### src/acprm_pkg.sv
// Package for the amplifier control-port register map.
// Assumes a byte-wide register access port in the core clock domain.
package acprm_pkg;

  // ----------------------------------------------------------------------
  // Register offsets on the base page
  // ----------------------------------------------------------------------
  localparam logic [7:0] OFS_PAGE_SELECT = 8'h00; // Page selector.
  localparam logic [7:0] OFS_RESET_CONTROL = 8'h01;
  localparam logic [7:0] OFS_DEVICE_CONTROL_ONE = 8'h02;
  localparam logic [7:0] OFS_DEVICE_CONTROL_TWO = 8'h03;
  localparam logic [7:0] OFS_PAGE_INCREMENT_CONTROL = 8'h0f;
  localparam logic [7:0] OFS_SIGNAL_CHANNEL_CONTROL = 8'h28;
  localparam logic [7:0] OFS_CLOCK_DETECT_CONTROL = 8'h29;
  localparam logic [7:0] OFS_SERIAL_OUT_SELECT = 8'h30;
  localparam logic [7:0] OFS_AUDIO_SERIAL_CONTROL = 8'h31;
  localparam logic [7:0] OFS_SERIAL_PORT_CONTROL_ONE = 8'h33;
  localparam logic [7:0] OFS_SERIAL_PORT_CONTROL_TWO = 8'h34;
  localparam logic [7:0] OFS_SERIAL_PORT_CONTROL_THREE = 8'h35;
  localparam logic [7:0] OFS_SAMPLE_RATE_MONITOR = 8'h37;
  localparam logic [7:0] OFS_BIT_CLOCK_MONITOR = 8'h38;
  localparam logic [7:0] OFS_CLOCK_DETECT_STATE = 8'h39;
  localparam logic [7:0] OFS_VOLUME_CONTROL_ONE = 8'h4c;
  localparam logic [7:0] OFS_VOLUME_CONTROL_TWO = 8'h4e;
  localparam logic [7:0] OFS_VOLUME_CONTROL_THREE = 8'h4f;
  localparam logic [7:0] OFS_SILENCE_DETECT_CONTROL = 8'h50;
  localparam logic [7:0] OFS_SILENCE_DETECT_TIME = 8'h51;
  localparam logic [7:0] OFS_ANALOG_CONTROL = 8'h53;
  localparam logic [7:0] OFS_ANALOG_GAIN = 8'h54;
  localparam logic [7:0] OFS_FILTER_WRITE_CONTROL = 8'h5c;
  localparam logic [7:0] OFS_CONVERTER_CONTROL = 8'h5d;
  localparam logic [7:0] OFS_ADDR_FAULT_PIN_CONTROL = 8'h60;
  localparam logic [7:0] OFS_ADDR_FAULT_PIN_CONFIG = 8'h61;
  localparam logic [7:0] OFS_PROCESSOR_MISC = 8'h66;
  localparam logic [7:0] OFS_DIE_IDENTITY = 8'h67;
  localparam logic [7:0] OFS_POWER_STATE_REPORT = 8'h68;
  localparam logic [7:0] OFS_SILENCE_STATE_REPORT = 8'h69;
  localparam logic [7:0] OFS_PHASE_CONTROL = 8'h6a;
  localparam logic [7:0] OFS_SPREAD_CONTROL_ZERO = 8'h6b;
  localparam logic [7:0] OFS_SPREAD_CONTROL_FOUR = 8'h6f;
  localparam logic [7:0] OFS_CHANNEL_FAULT_REPORT = 8'h70;
  localparam logic [7:0] OFS_GLOBAL_FAULT_REPORT_ONE = 8'h71;
  localparam logic [7:0] OFS_GLOBAL_FAULT_REPORT_TWO = 8'h72;
  localparam logic [7:0] OFS_THERMAL_WARNING_REPORT = 8'h73;
  localparam logic [7:0] OFS_PIN_CONTROL_ONE = 8'h74;
  localparam logic [7:0] OFS_PIN_CONTROL_TWO = 8'h75;
  localparam logic [7:0] OFS_MISC_CONTROL = 8'h76;
  localparam logic [7:0] OFS_FAULT_CLEAR_REQUEST = 8'h78;
  localparam logic [7:0] OFS_BOOK_SELECT = 8'h7f; // Book selector, page 0.

  // ----------------------------------------------------------------------
  // Reset-control field layout and reset values
  // ----------------------------------------------------------------------
  localparam int RC_FULL_CORE_BIT = 4;
  localparam int RC_REG_ONLY_BIT = 0;
  localparam int RC_KEEP_MSB = 7;
  localparam int RC_KEEP_LSB = 5;
  localparam logic [2:0] RC_KEEP_RESET = 3'h0;
  localparam logic [7:0] RESET_CONTROL_RESET = 8'h00;
  localparam logic [7:0] REG_DEFAULT_RESET = 8'h00;
  localparam logic [7:0] PAGE_RESET = 8'h00;
  localparam logic [7:0] BOOK_RESET = 8'h00;

  // Number of stored read/write registers and of status inputs.
  localparam int NUM_RW = 31;
  localparam int NUM_RO = 10;

  // Coefficient memory geometry and the cycles taken to clear it.
  localparam int COEF_DEPTH = 256;
  localparam int COEF_AW = 8;

  // ----------------------------------------------------------------------
  // Carriers
  // ----------------------------------------------------------------------
  // One register access from the control-port byte engine.
  typedef struct packed {
    logic wr; // Write strobe, one cycle.
    logic rd; // Read strobe, one cycle.
    logic [7:0] addr; // Register offset.
    logic [7:0] wdata; // Write data.
  } acprm_req_type;

  // Coefficient memory access from the processor side.
  typedef struct packed {
    logic wr; // Write strobe.
    logic [COEF_AW-1:0] addr; // Word address.
    logic [7:0] wdata; // Write data.
  } acprm_coef_type;

  // Clearing engine states, Gray coded along idle, clear, done.
  typedef enum logic [1:0] {
    ST_IDLE = 2'b00,
    ST_CLEAR = 2'b01,
    ST_DONE = 2'b11
  } acprm_state_type;

endpackage : acprm_pkg

### src/acprm_regmap.sv
// Control-port register map of a digital-input stereo class-D amplifier.
// Assumes a byte engine in front that turns bus transfers into single-cycle
// read and write strobes on mclk, and status inputs synchronous to mclk.
//
// Operation
// - Bit 4 resets whole core and registers.
// - Full core reset clears coefficient memory.
// - Bit 0 restores control registers only.
// - Register-only reset keeps coefficient memory intact.
// - Both reset bits self-clear, write-only.
// - Bits 7-5 stored; bits 3-1 read zero.
// - Reset control at 1h, resets to 00h.
// - Offset 0 selects page, 7fh selects book.
`timescale 1ns/1ps

module acprm_regmap
  import acprm_pkg::*;
(
  input wire logic mclk,
  input wire logic sys_rst,
  input wire acprm_pkg::acprm_req_type req,
  output logic [7:0] rdata,
  output logic rvalid,
  input wire logic [7:0] status_in [acprm_pkg::NUM_RO],
  input wire acprm_pkg::acprm_coef_type coef_req,
  output logic [7:0] coef_rdata,
  output logic [7:0] rw_regs [acprm_pkg::NUM_RW],
  output logic [7:0] page_sel,
  output logic [7:0] book_sel,
  output logic core_reset,
  output logic coef_busy
);
  import acprm_pkg::*;

  // ----------------------------------------------------------------------
  // State
  // ----------------------------------------------------------------------
  // All flip-flop state of the block, except the coefficient array.
  typedef struct packed {
    logic [2:0] keep; // Stored reserved bits 7-5 of reset control.
    logic [NUM_RW-1:0][7:0] regs; // Read/write register file.
    logic [7:0] page; // Current page.
    logic [7:0] book; // Current book.
    logic [7:0] rdata; // Read data.
    logic rvalid; // Read answer strobe.
    logic core_rst; // Full core reset pulse.
    acprm_state_type st; // Coefficient clearing state.
    logic [COEF_AW-1:0] clr_addr; // Clearing address.
    logic [7:0] coef_rd; // Coefficient read data.
  } acprm_state_struct_type;

  acprm_state_struct_type state_q; // Registered state.
  acprm_state_struct_type state_d; // Next state.
  logic [7:0] coef_mem [COEF_DEPTH]; // Coefficient memory.

  // ----------------------------------------------------------------------
  // Decoding
  // ----------------------------------------------------------------------
  // Maps an offset to a read/write register slot, or -1 if none.
  function automatic int rw_index(input logic [7:0] a);
    int idx;
    idx = -1;
    if (a == OFS_DEVICE_CONTROL_ONE) idx = 0;
    else if (a == OFS_DEVICE_CONTROL_TWO) idx = 1;
    else if (a == OFS_PAGE_INCREMENT_CONTROL) idx = 2;
    else if (a == OFS_SIGNAL_CHANNEL_CONTROL) idx = 3;
    else if (a == OFS_CLOCK_DETECT_CONTROL) idx = 4;
    else if (a == OFS_SERIAL_OUT_SELECT) idx = 5;
    else if (a == OFS_AUDIO_SERIAL_CONTROL) idx = 6;
    else if (a == OFS_SERIAL_PORT_CONTROL_ONE) idx = 7;
    else if (a == OFS_SERIAL_PORT_CONTROL_TWO) idx = 8;
    else if (a == OFS_SERIAL_PORT_CONTROL_THREE) idx = 9;
    else if (a == OFS_VOLUME_CONTROL_ONE) idx = 10;
    else if (a == OFS_VOLUME_CONTROL_TWO) idx = 11;
    else if (a == OFS_VOLUME_CONTROL_THREE) idx = 12;
    else if (a == OFS_SILENCE_DETECT_CONTROL) idx = 13;
    else if (a == OFS_SILENCE_DETECT_TIME) idx = 14;
    else if (a == OFS_ANALOG_CONTROL) idx = 15;
    else if (a == OFS_ANALOG_GAIN) idx = 16;
    else if (a == OFS_FILTER_WRITE_CONTROL) idx = 17;
    else if (a == OFS_CONVERTER_CONTROL) idx = 18;
    else if (a == OFS_ADDR_FAULT_PIN_CONTROL) idx = 19;
    else if (a == OFS_ADDR_FAULT_PIN_CONFIG) idx = 20;
    else if (a == OFS_PROCESSOR_MISC) idx = 21;
    else if (a >= OFS_PHASE_CONTROL && a <= OFS_SPREAD_CONTROL_FOUR)
      idx = 22 + int'(a - OFS_PHASE_CONTROL);
    else if (a == OFS_PIN_CONTROL_ONE) idx = 28;
    else if (a == OFS_PIN_CONTROL_TWO) idx = 29;
    else if (a == OFS_MISC_CONTROL) idx = 30;
    return idx;
  endfunction : rw_index

  // Maps an offset to a status input slot, or -1 if none.
  function automatic int ro_index(input logic [7:0] a);
    int idx;
    idx = -1;
    if (a >= OFS_SAMPLE_RATE_MONITOR && a <= OFS_CLOCK_DETECT_STATE)
      idx = int'(a - OFS_SAMPLE_RATE_MONITOR);
    else if (a >= OFS_DIE_IDENTITY && a <= OFS_SILENCE_STATE_REPORT)
      idx = 3 + int'(a - OFS_DIE_IDENTITY);
    else if (a >= OFS_CHANNEL_FAULT_REPORT &&
             a <= OFS_THERMAL_WARNING_REPORT)
      idx = 6 + int'(a - OFS_CHANNEL_FAULT_REPORT);
    return idx;
  endfunction : ro_index

  // True when an access reaches the base control-port page.
  logic base_page;
  assign base_page = (state_q.page == PAGE_RESET) &&
                     (state_q.book == BOOK_RESET);

  // ----------------------------------------------------------------------
  // Next-state logic
  // ----------------------------------------------------------------------
  // Handles reads, writes, the two reset requests and memory clearing.
  always_comb begin
    int wi;
    int ri;
    logic reg_rst;
    wi = rw_index(req.addr);
    ri = ro_index(req.addr);
    reg_rst = 1'b0;
    state_d = state_q;
    state_d.rvalid = req.rd;
    state_d.core_rst = 1'b0;

    // Read path; unlisted offsets answer zero and change nothing.
    if (req.rd) begin
      state_d.rdata = 8'h00;
      if (req.addr == OFS_PAGE_SELECT) begin
        state_d.rdata = state_q.page;
      end else if (req.addr == OFS_BOOK_SELECT &&
                   state_q.page == PAGE_RESET) begin
        state_d.rdata = state_q.book;
      end else if (base_page) begin
        if (req.addr == OFS_RESET_CONTROL) begin
          // Request bits read zero, bits 3-1 read zero.
          state_d.rdata = {state_q.keep, 5'b0_0000};
        end else if (wi >= 0) begin
          state_d.rdata = state_q.regs[wi];
        end else if (ri >= 0) begin
          state_d.rdata = status_in[ri];
        end
      end
    end

    // Write path.
    if (req.wr) begin
      if (req.addr == OFS_PAGE_SELECT) begin
        state_d.page = req.wdata;
      end else if (req.addr == OFS_BOOK_SELECT &&
                   state_q.page == PAGE_RESET) begin
        state_d.book = req.wdata;
      end else if (base_page) begin
        if (req.addr == OFS_RESET_CONTROL) begin
          state_d.keep = req.wdata[RC_KEEP_MSB:RC_KEEP_LSB];
          // Request bits are never stored, so they clear themselves.
          reg_rst = req.wdata[RC_REG_ONLY_BIT];
          if (req.wdata[RC_FULL_CORE_BIT]) begin
            reg_rst = 1'b1;
            state_d.core_rst = 1'b1;
            state_d.st = ST_CLEAR;
            state_d.clr_addr = '0;
          end
        end else if (wi >= 0) begin
          state_d.regs[wi] = req.wdata;
        end
        // Writes elsewhere are dropped; the host must avoid them.
      end
    end

    // Control registers return to initial values; memory is untouched.
    if (reg_rst) begin
      state_d.keep = RC_KEEP_RESET;
      state_d.regs = '0;
      state_d.page = PAGE_RESET;
      state_d.book = BOOK_RESET;
    end

    // Coefficient clearing walks every word once after a full reset.
    case (state_q.st)
      ST_CLEAR: begin
        state_d.clr_addr = state_q.clr_addr + 1'b1;
        if (state_q.clr_addr == COEF_AW'(COEF_DEPTH - 1)) begin
          state_d.st = ST_DONE;
        end
      end
      ST_DONE: begin
        state_d.st = ST_IDLE;
      end
      default: begin
        state_d.st = state_q.st;
      end
    endcase
    if (req.wr && req.addr == OFS_RESET_CONTROL && base_page &&
        req.wdata[RC_FULL_CORE_BIT]) begin
      state_d.st = ST_CLEAR; // A fresh request restarts the clear.
      state_d.clr_addr = '0;
    end

    // Coefficient read data.
    state_d.coef_rd = coef_mem[coef_req.addr];
  end

  // ----------------------------------------------------------------------
  // State register
  // ----------------------------------------------------------------------
  // Registers the whole state; reset control takes 00h.
  always_ff @(posedge mclk or posedge sys_rst) begin
    if (sys_rst) begin
      state_q <= '0;
      state_q.keep <= RC_KEEP_RESET;
      state_q.page <= PAGE_RESET;
      state_q.book <= BOOK_RESET;
      state_q.st <= ST_IDLE;
    end else begin
      state_q <= state_d;
    end
  end

  // ----------------------------------------------------------------------
  // Coefficient memory
  // ----------------------------------------------------------------------
  // Clearing has priority over processor writes while it runs.
  always_ff @(posedge mclk) begin
    if (state_q.st == ST_CLEAR) begin
      coef_mem[state_q.clr_addr] <= 8'h00;
    end else if (coef_req.wr) begin
      coef_mem[coef_req.addr] <= coef_req.wdata;
    end
  end

  // ----------------------------------------------------------------------
  // Outputs
  // ----------------------------------------------------------------------
  // Unpack the register file for the rest of the core.
  always_comb begin
    for (int i = 0; i < NUM_RW; i++) begin
      rw_regs[i] = state_q.regs[i];
    end
  end

  assign rdata = state_q.rdata;
  assign rvalid = state_q.rvalid;
  assign page_sel = state_q.page;
  assign book_sel = state_q.book;
  assign core_reset = state_q.core_rst;
  assign coef_busy = (state_q.st == ST_CLEAR);
  assign coef_rdata = state_q.coef_rd;

endmodule : acprm_regmap

### config.mk
export PLATFORM = sky130hd
export DESIGN_NAME = acprm_regmap
export DESIGN_NICKNAME = d
export VERILOG_FILES = /design/src/acprm_pkg.sv /design/src/acprm_regmap.sv
export SDC_FILE = /design/constraint.sdc
export NUM_CORES = 2
export LEC_CHECK = 0
export ABC_AREA = 1
export BUFFER_PORTS_ARGS = -buffer_cell sky130_fd_sc_hd__buf_2
export CORE_MARGIN = 5
export CORE_UTILIZATION = 45
export DETAILED_ROUTE_END_ITERATION = 8
export SLEW_MARGIN = 30
export SYNTH_ARGS = -nofsm -noshare
export SYNTH_HDL_FRONTEND = slang
export SYNTH_SLANG_ARGS = --single-unit
### constraint.sdc
create_clock -name mclk -period 15.6 [get_ports mclk]
set_clock_uncertainty 0.15 [all_clocks]
set_input_delay 1.56 -clock mclk [delete_from_list [all_inputs] [get_ports mclk]]
set_output_delay 1.56 -clock mclk [all_outputs]
set_load 0.005 [all_outputs]
-- After elaboration in Yosys (flattened, before gate mapping)
Memories as Yosys holds them, arrays and structs flattened. A register that Yosys moved wholly into a read port is not among the register bits.
Cells that the tools add are included.
- input port bits: 117
- memories: 1
- bits in registers: 287
- memory bits (writable): 2048
- magnitude comparators: 13
- equality and inequality tests: 41
- bitwise gates (word level): 1
- add/sub/neg operators: 8
- reduce and logical (&&, ||, !) cells: 31
- muxes and demuxes: 79
- memories (name ; words ; width ; read ports ; clocked after memory_dff ; write ports ; RTL line ; text):
    coef_mem ; 256 ; 8 ; 1 ; 1 ; 1 ; acprm_regmap.sv:54 ; logic [7:0] coef_mem [COEF_DEPTH];
- operators with widths (cell ; number):
    2-to-1 mux 32 bit ; 29
    2-to-1 mux 251 bit ; 3
    2-to-1 mux 267 bit ; 2
    2-to-1 mux 248 bit ; 2
    bitwise mux 248 bit ; 1
    2-to-1 mux 8 bit ; 17
    == test 8 x 7 -> 1 bit, second input constant ; 16
    greater-or-equal comparator 32 x 1 -> 1 bit, second input constant ; 3
    2-to-1 mux 11 bit ; 6
    == test 8 x 6 -> 1 bit, second input constant ; 7
    binary-select mux 8 bit (select 5 bit) ; 1
    demux 8 bit (select 5 bit) ; 1
    binary-select mux 8 bit (select 4 bit) ; 1
    greater-or-equal comparator 32 x 5 -> 1 bit, second input constant ; 1
    < comparator 32 x 7 -> 1 bit, second input constant ; 1
    inverter 32 bit ; 1
    subtractor 8 x 7 -> 9 bit, second input constant ; 3
    greater-or-equal comparator 8 x 7 -> 1 bit, second input constant ; 3
    less-or-equal comparator 8 x 7 -> 1 bit, second input constant ; 3
    logical NOT 8 bit ; 3
    == test 8 x 2 -> 1 bit, second input constant ; 2
    != test 4 x 2 -> 1 bit, second input constant ; 4
    nonzero test 3 bit ; 5
    2-to-1 mux 1 bit ; 12
    other kinds (27) ; 46

-- Logic depth before layout (Yosys ltp)
- depth in word-level cells: 39
- mapped depth: 42
- gate-level depth less buffers: 40

-- Worst setup path before layout
No wires, ideal clock.
- path kind: input-to-reg
- start point: input port coef_req[16] (netlist bit)
- end point: memory coef_mem[0][0], data pin
- data required time: 14057 ps
- stages on the path: 3
- path buffers: 1
- arrival time: 7777 ps
- setup slack: 6280 ps
- cells stage by stage: nand2_1 clkbuf_1 nor2_1
- longest elaborated chain between the ends: 5
- RTL lines (item ; RTL line ; text):
    start, declared ; acprm_regmap.sv:25 ; input wire acprm_pkg::acprm_coef_type coef_req,
    2-to-1 mux 1 bit ; acprm_regmap.sv:228 ; end else if (coef_req.wr) begin
    2-to-1 mux 1 bit ; acprm_regmap.sv:226 ; if (state_q.st == ST_CLEAR) begin
    2-to-1 mux 1 bit (implied by the code) ; acprm_regmap.sv:229 ; coef_mem[coef_req.addr] <= coef_req.wdata;
    OR reduction 8 bit (no source line) ; - ;
    2-to-1 mux 8 bit (no source line) ; - ;
    end, declared ; acprm_regmap.sv:54 ;
No other way between the ends.

-- Final worst setup path
- start point: input port req[9] (netlist bit)
- end point: register state_q (netlist bit rw_regs[42])
- longest elaborated chain between the ends: 39
- RTL lines (item ; RTL line ; text):
    start, declared ; acprm_regmap.sv:21 ; input wire acprm_pkg::acprm_req_type req,
    parallel branches: the longest is 39 deep, another holds adder 6 x 9 -> 10 bit ; - ;
    end signal, assigned ; acprm_regmap.sv:217 ; state_q <= state_d;
    end, declared ; acprm_regmap.sv:52 ; acprm_state_struct_type state_q;
Several ways; the timed one is not identified. The select of a mux whose other input is x is not followed.
A chain may end at the register's enable or synchronous reset.

==> results_dict.tcl <==
set metrics [dict create \
    status "completed" \
    initial_core_util 0.453 \
    htreeDepth 4 \
    start_kind "input pin" \
    finalSetupViolCount 0 \
    portBuffers 399 \
    gp_congestion 1.00 \
    postSynthAreaPerCell_um2 11.2 \
    clock-sinks 2343 \
    cp.required_ps 16150 \
    antenna_found_initial 14 \
    post_cts_resized 0 \
    slew_headroom 0.270 \
    fin_ws_ps 8960 \
    hold_violations 0 \
    vias_per_cell 5.95 \
    route.detailed.drc 0 \
    hpwl_um 191000 \
    post_cts_buffers 0 \
    crit_slowest_cell "nor2_8" \
    syn2layout_area_growth_pct 10.0 \
    dieArea_mm2 0.231 \
    worst_slew_pin_slew_ps 1090 \
    ios 400 \
    grt_overflow 0 \
    postRouteWirelength_um 317000 \
    fin_nets 8857 \
    final_common_cell "edfxtp_1" \
    drive_gt1_frac 0.102 \
    core.rowCount 172 \
    syn_inst 8847 \
    grt_setup_unrepaired "no" \
    critPathMostFrequentCell "nand2_1" \
    fmax_mhz 150 \
    synth-edff-count 2048 \
    ys_ff_latch 2343 \
    synth-main-ff-cell "edfxtp_1" \
    cts_tree "done" \
    cts_root_buf "clkbuf_16" \
    p_per_area_mw_per_mm2 121 \
    yosysWarningCount 0 \
    synth_seq_area_share 0.693 \
    wl_per_cell_um 26.6 \
    mostFrequentLayoutCells "edfxtp_1, nor2_1, o21ai_0" \
    worst_setup_path_end_kind "flop" \
    critPathArrivalTime_ps 7190 \
    maxCapViolCount 0 \
    netlist_area_mm2 0.0995 \
    clock_latency_ps 870 \
    setup_tns_ps 0 \
    syn-num-nets 8977 \
    final-max-slew-violation-count 0 \
    grt_pass1_wl_um 459000 \
    synth-async-reset-ratio 0.126 \
    path_clk_slew_ps 70 \
    ir_drop_mv 0.123 \
    p_leak_nw 40.3 \
    synthDistinctLibCells 46 \
    hold_class "flop to flop" \
    cts_made_buffers 232 \
    die_x_um 480 \
    crit_type "input pin to flop" \
    finalCriticalPeriod_ps 6640 \
    vias 70700 \
    ant_nets 0 \
    drt_iter0_drc 8095 \
    fp.dieH_um 480 \
    grt_max_degree 201 \
    clk_path_buf_depth 3 \
    ctsHoldBuffers 0 \
    coreArea_mm2 0.220 \
    grt_pass1_vias 66000 \
    firstDrtPassIters 6 \
    pre_cts_ws_ps 8270 \
    fin_crit_sh 0.426 \
    grt.total_usage 0.266 \
    r2r_slack_ps 10570 \
    cp_max_fo 66 \
    max_stage_delay_ps 720 \
]
==> critical path, delay by kind of cell <==
family	cells	cell delay [ps]
compound gates	2	340
fa+ha+maj	1	240
simple gates	27	4240
buf+inv	5	710
==> state kept, by name (all words and copies together), names as in the netlist <==
register and flops:
book_sel 8, page_sel 8, coef_mem 2048, state_q 13
rw_regs 248, core_reset 1, rdata 8, coef_rdata 8
rvalid 1
==> cell usage after synthesis, types with 8 or more instances <==
cell type | n | area share
o21ai_1 | 51 | 0.0026
nor3_1 | 25 | 0.0013
clkbuf_1 | 529 | 0.020
nand3_1 | 172 | 0.0087
nand3b_1 | 83 | 0.0063
ha_1 | 13 | 0.0016
inv_2 | 12 | 0.00045
inv_1 | 263 | 0.0099
nand4_1 | 55 | 0.0035
o21ai_0 | 1615 | 0.081
buf_2 | 15 | 0.00075
a21oi_1 | 31 | 0.0016
o22ai_1 | 637 | 0.040
buf_1 | 24 | 0.00091
edfxtp_1 | 2048 | 0.62
o32ai_1 | 45 | 0.0040
buf_4 | 287 | 0.022
dfrtp_1 | 295 | 0.074
nand2_1 | 740 | 0.028
o211ai_1 | 8 | 0.00060
nor2_1 | 1836 | 0.069
==> worst paths after layout <==
path / startpoint / to / depth (start not counted)
worst max register to register: state_q[17]$_DFFE_PP0P_ / coef_mem[62][5]$_DFFE_PP_ / 10
max in group asynchronous: sys_rst / rw_regs[149]$_DFFE_PP0P_ / 3
worst max-delay path: req[9] / rw_regs[42]$_DFFE_PP0P_ / 35
worst min-delay path: state_q[293]$_DFFE_PP0P_ / state_q[293]$_DFFE_PP0P_ / 2
min in group asynchronous: sys_rst / book_sel[3]$_DFFE_PP0P_ / 2
worst min register to register: state_q[293]$_DFFE_PP0P_ / state_q[293]$_DFFE_PP0P_ / 2
==> power by group <==
part | internal, mW | leakage [nW] | total, mW | switching (mW)
sequential | 6.83 | 25.3 | 6.83 | 0.00672
combinational | 0.235 | 11.5 | 0.972 | 0.737
clock | 3.04 | 3.57 | 5.46 | 2.41
==> cell families (layout without fill, tap and decap cells) <==
group,Yosys count,after routing,synth area share
and+or+nand+nor,2936,2936,0.119
AOI/OAI and AO/OA,2409,2409,0.132
DFF,2343,2343,0.693
buffers and inverters,1139,1215,0.0545
adders and majority gates,13,13,0.00164
xor gates and xnor gates,7,7,0.000616
other,0,7,0
==> layer usage <==
metal | global-route usage | part of all wire | vias up
li1 | - | - | 31200
met1 | 0.375 | 0.41 | 35200
met2 | 0.414 | 0.45 | 3618
met3 | 0.0499 | 0.094 | 628
met4 | 0.0946 | 0.040 | 6
met5 | 0 | 0.00013 | -
==> per-stage QoR <==
step	utilization	power (mW)	area [µm²]	cells	hold WS [ps]
floorplan	-	7.56	99500	8847	300
global placement	0.464	7.91	102000	11400	324
detailed placement	0.464	7.92	102000	11400	325
CTS	0.497	13.3	109000	11900	341
global route	0.498	13.6	109000	11900	365
finish	0.498	13.3	109000	11900	346
==> layout make-up <==
type | instances | area [µm²]
Clock buffer | 326 | 6370
Antenna cell | 7 | 17.5
Inverter | 278 | 1070
Multi-Input combinational cell | 5365 | 25300
Sequential cell | 2343 | 68900
Clock inverter | 104 | 961
Tap cell | 2958 | 3700
Timing Repair Buffer | 507 | 3120
Fill cell | 19400 | 110000
No activity file was read; power rests on OpenSTA's default activity.
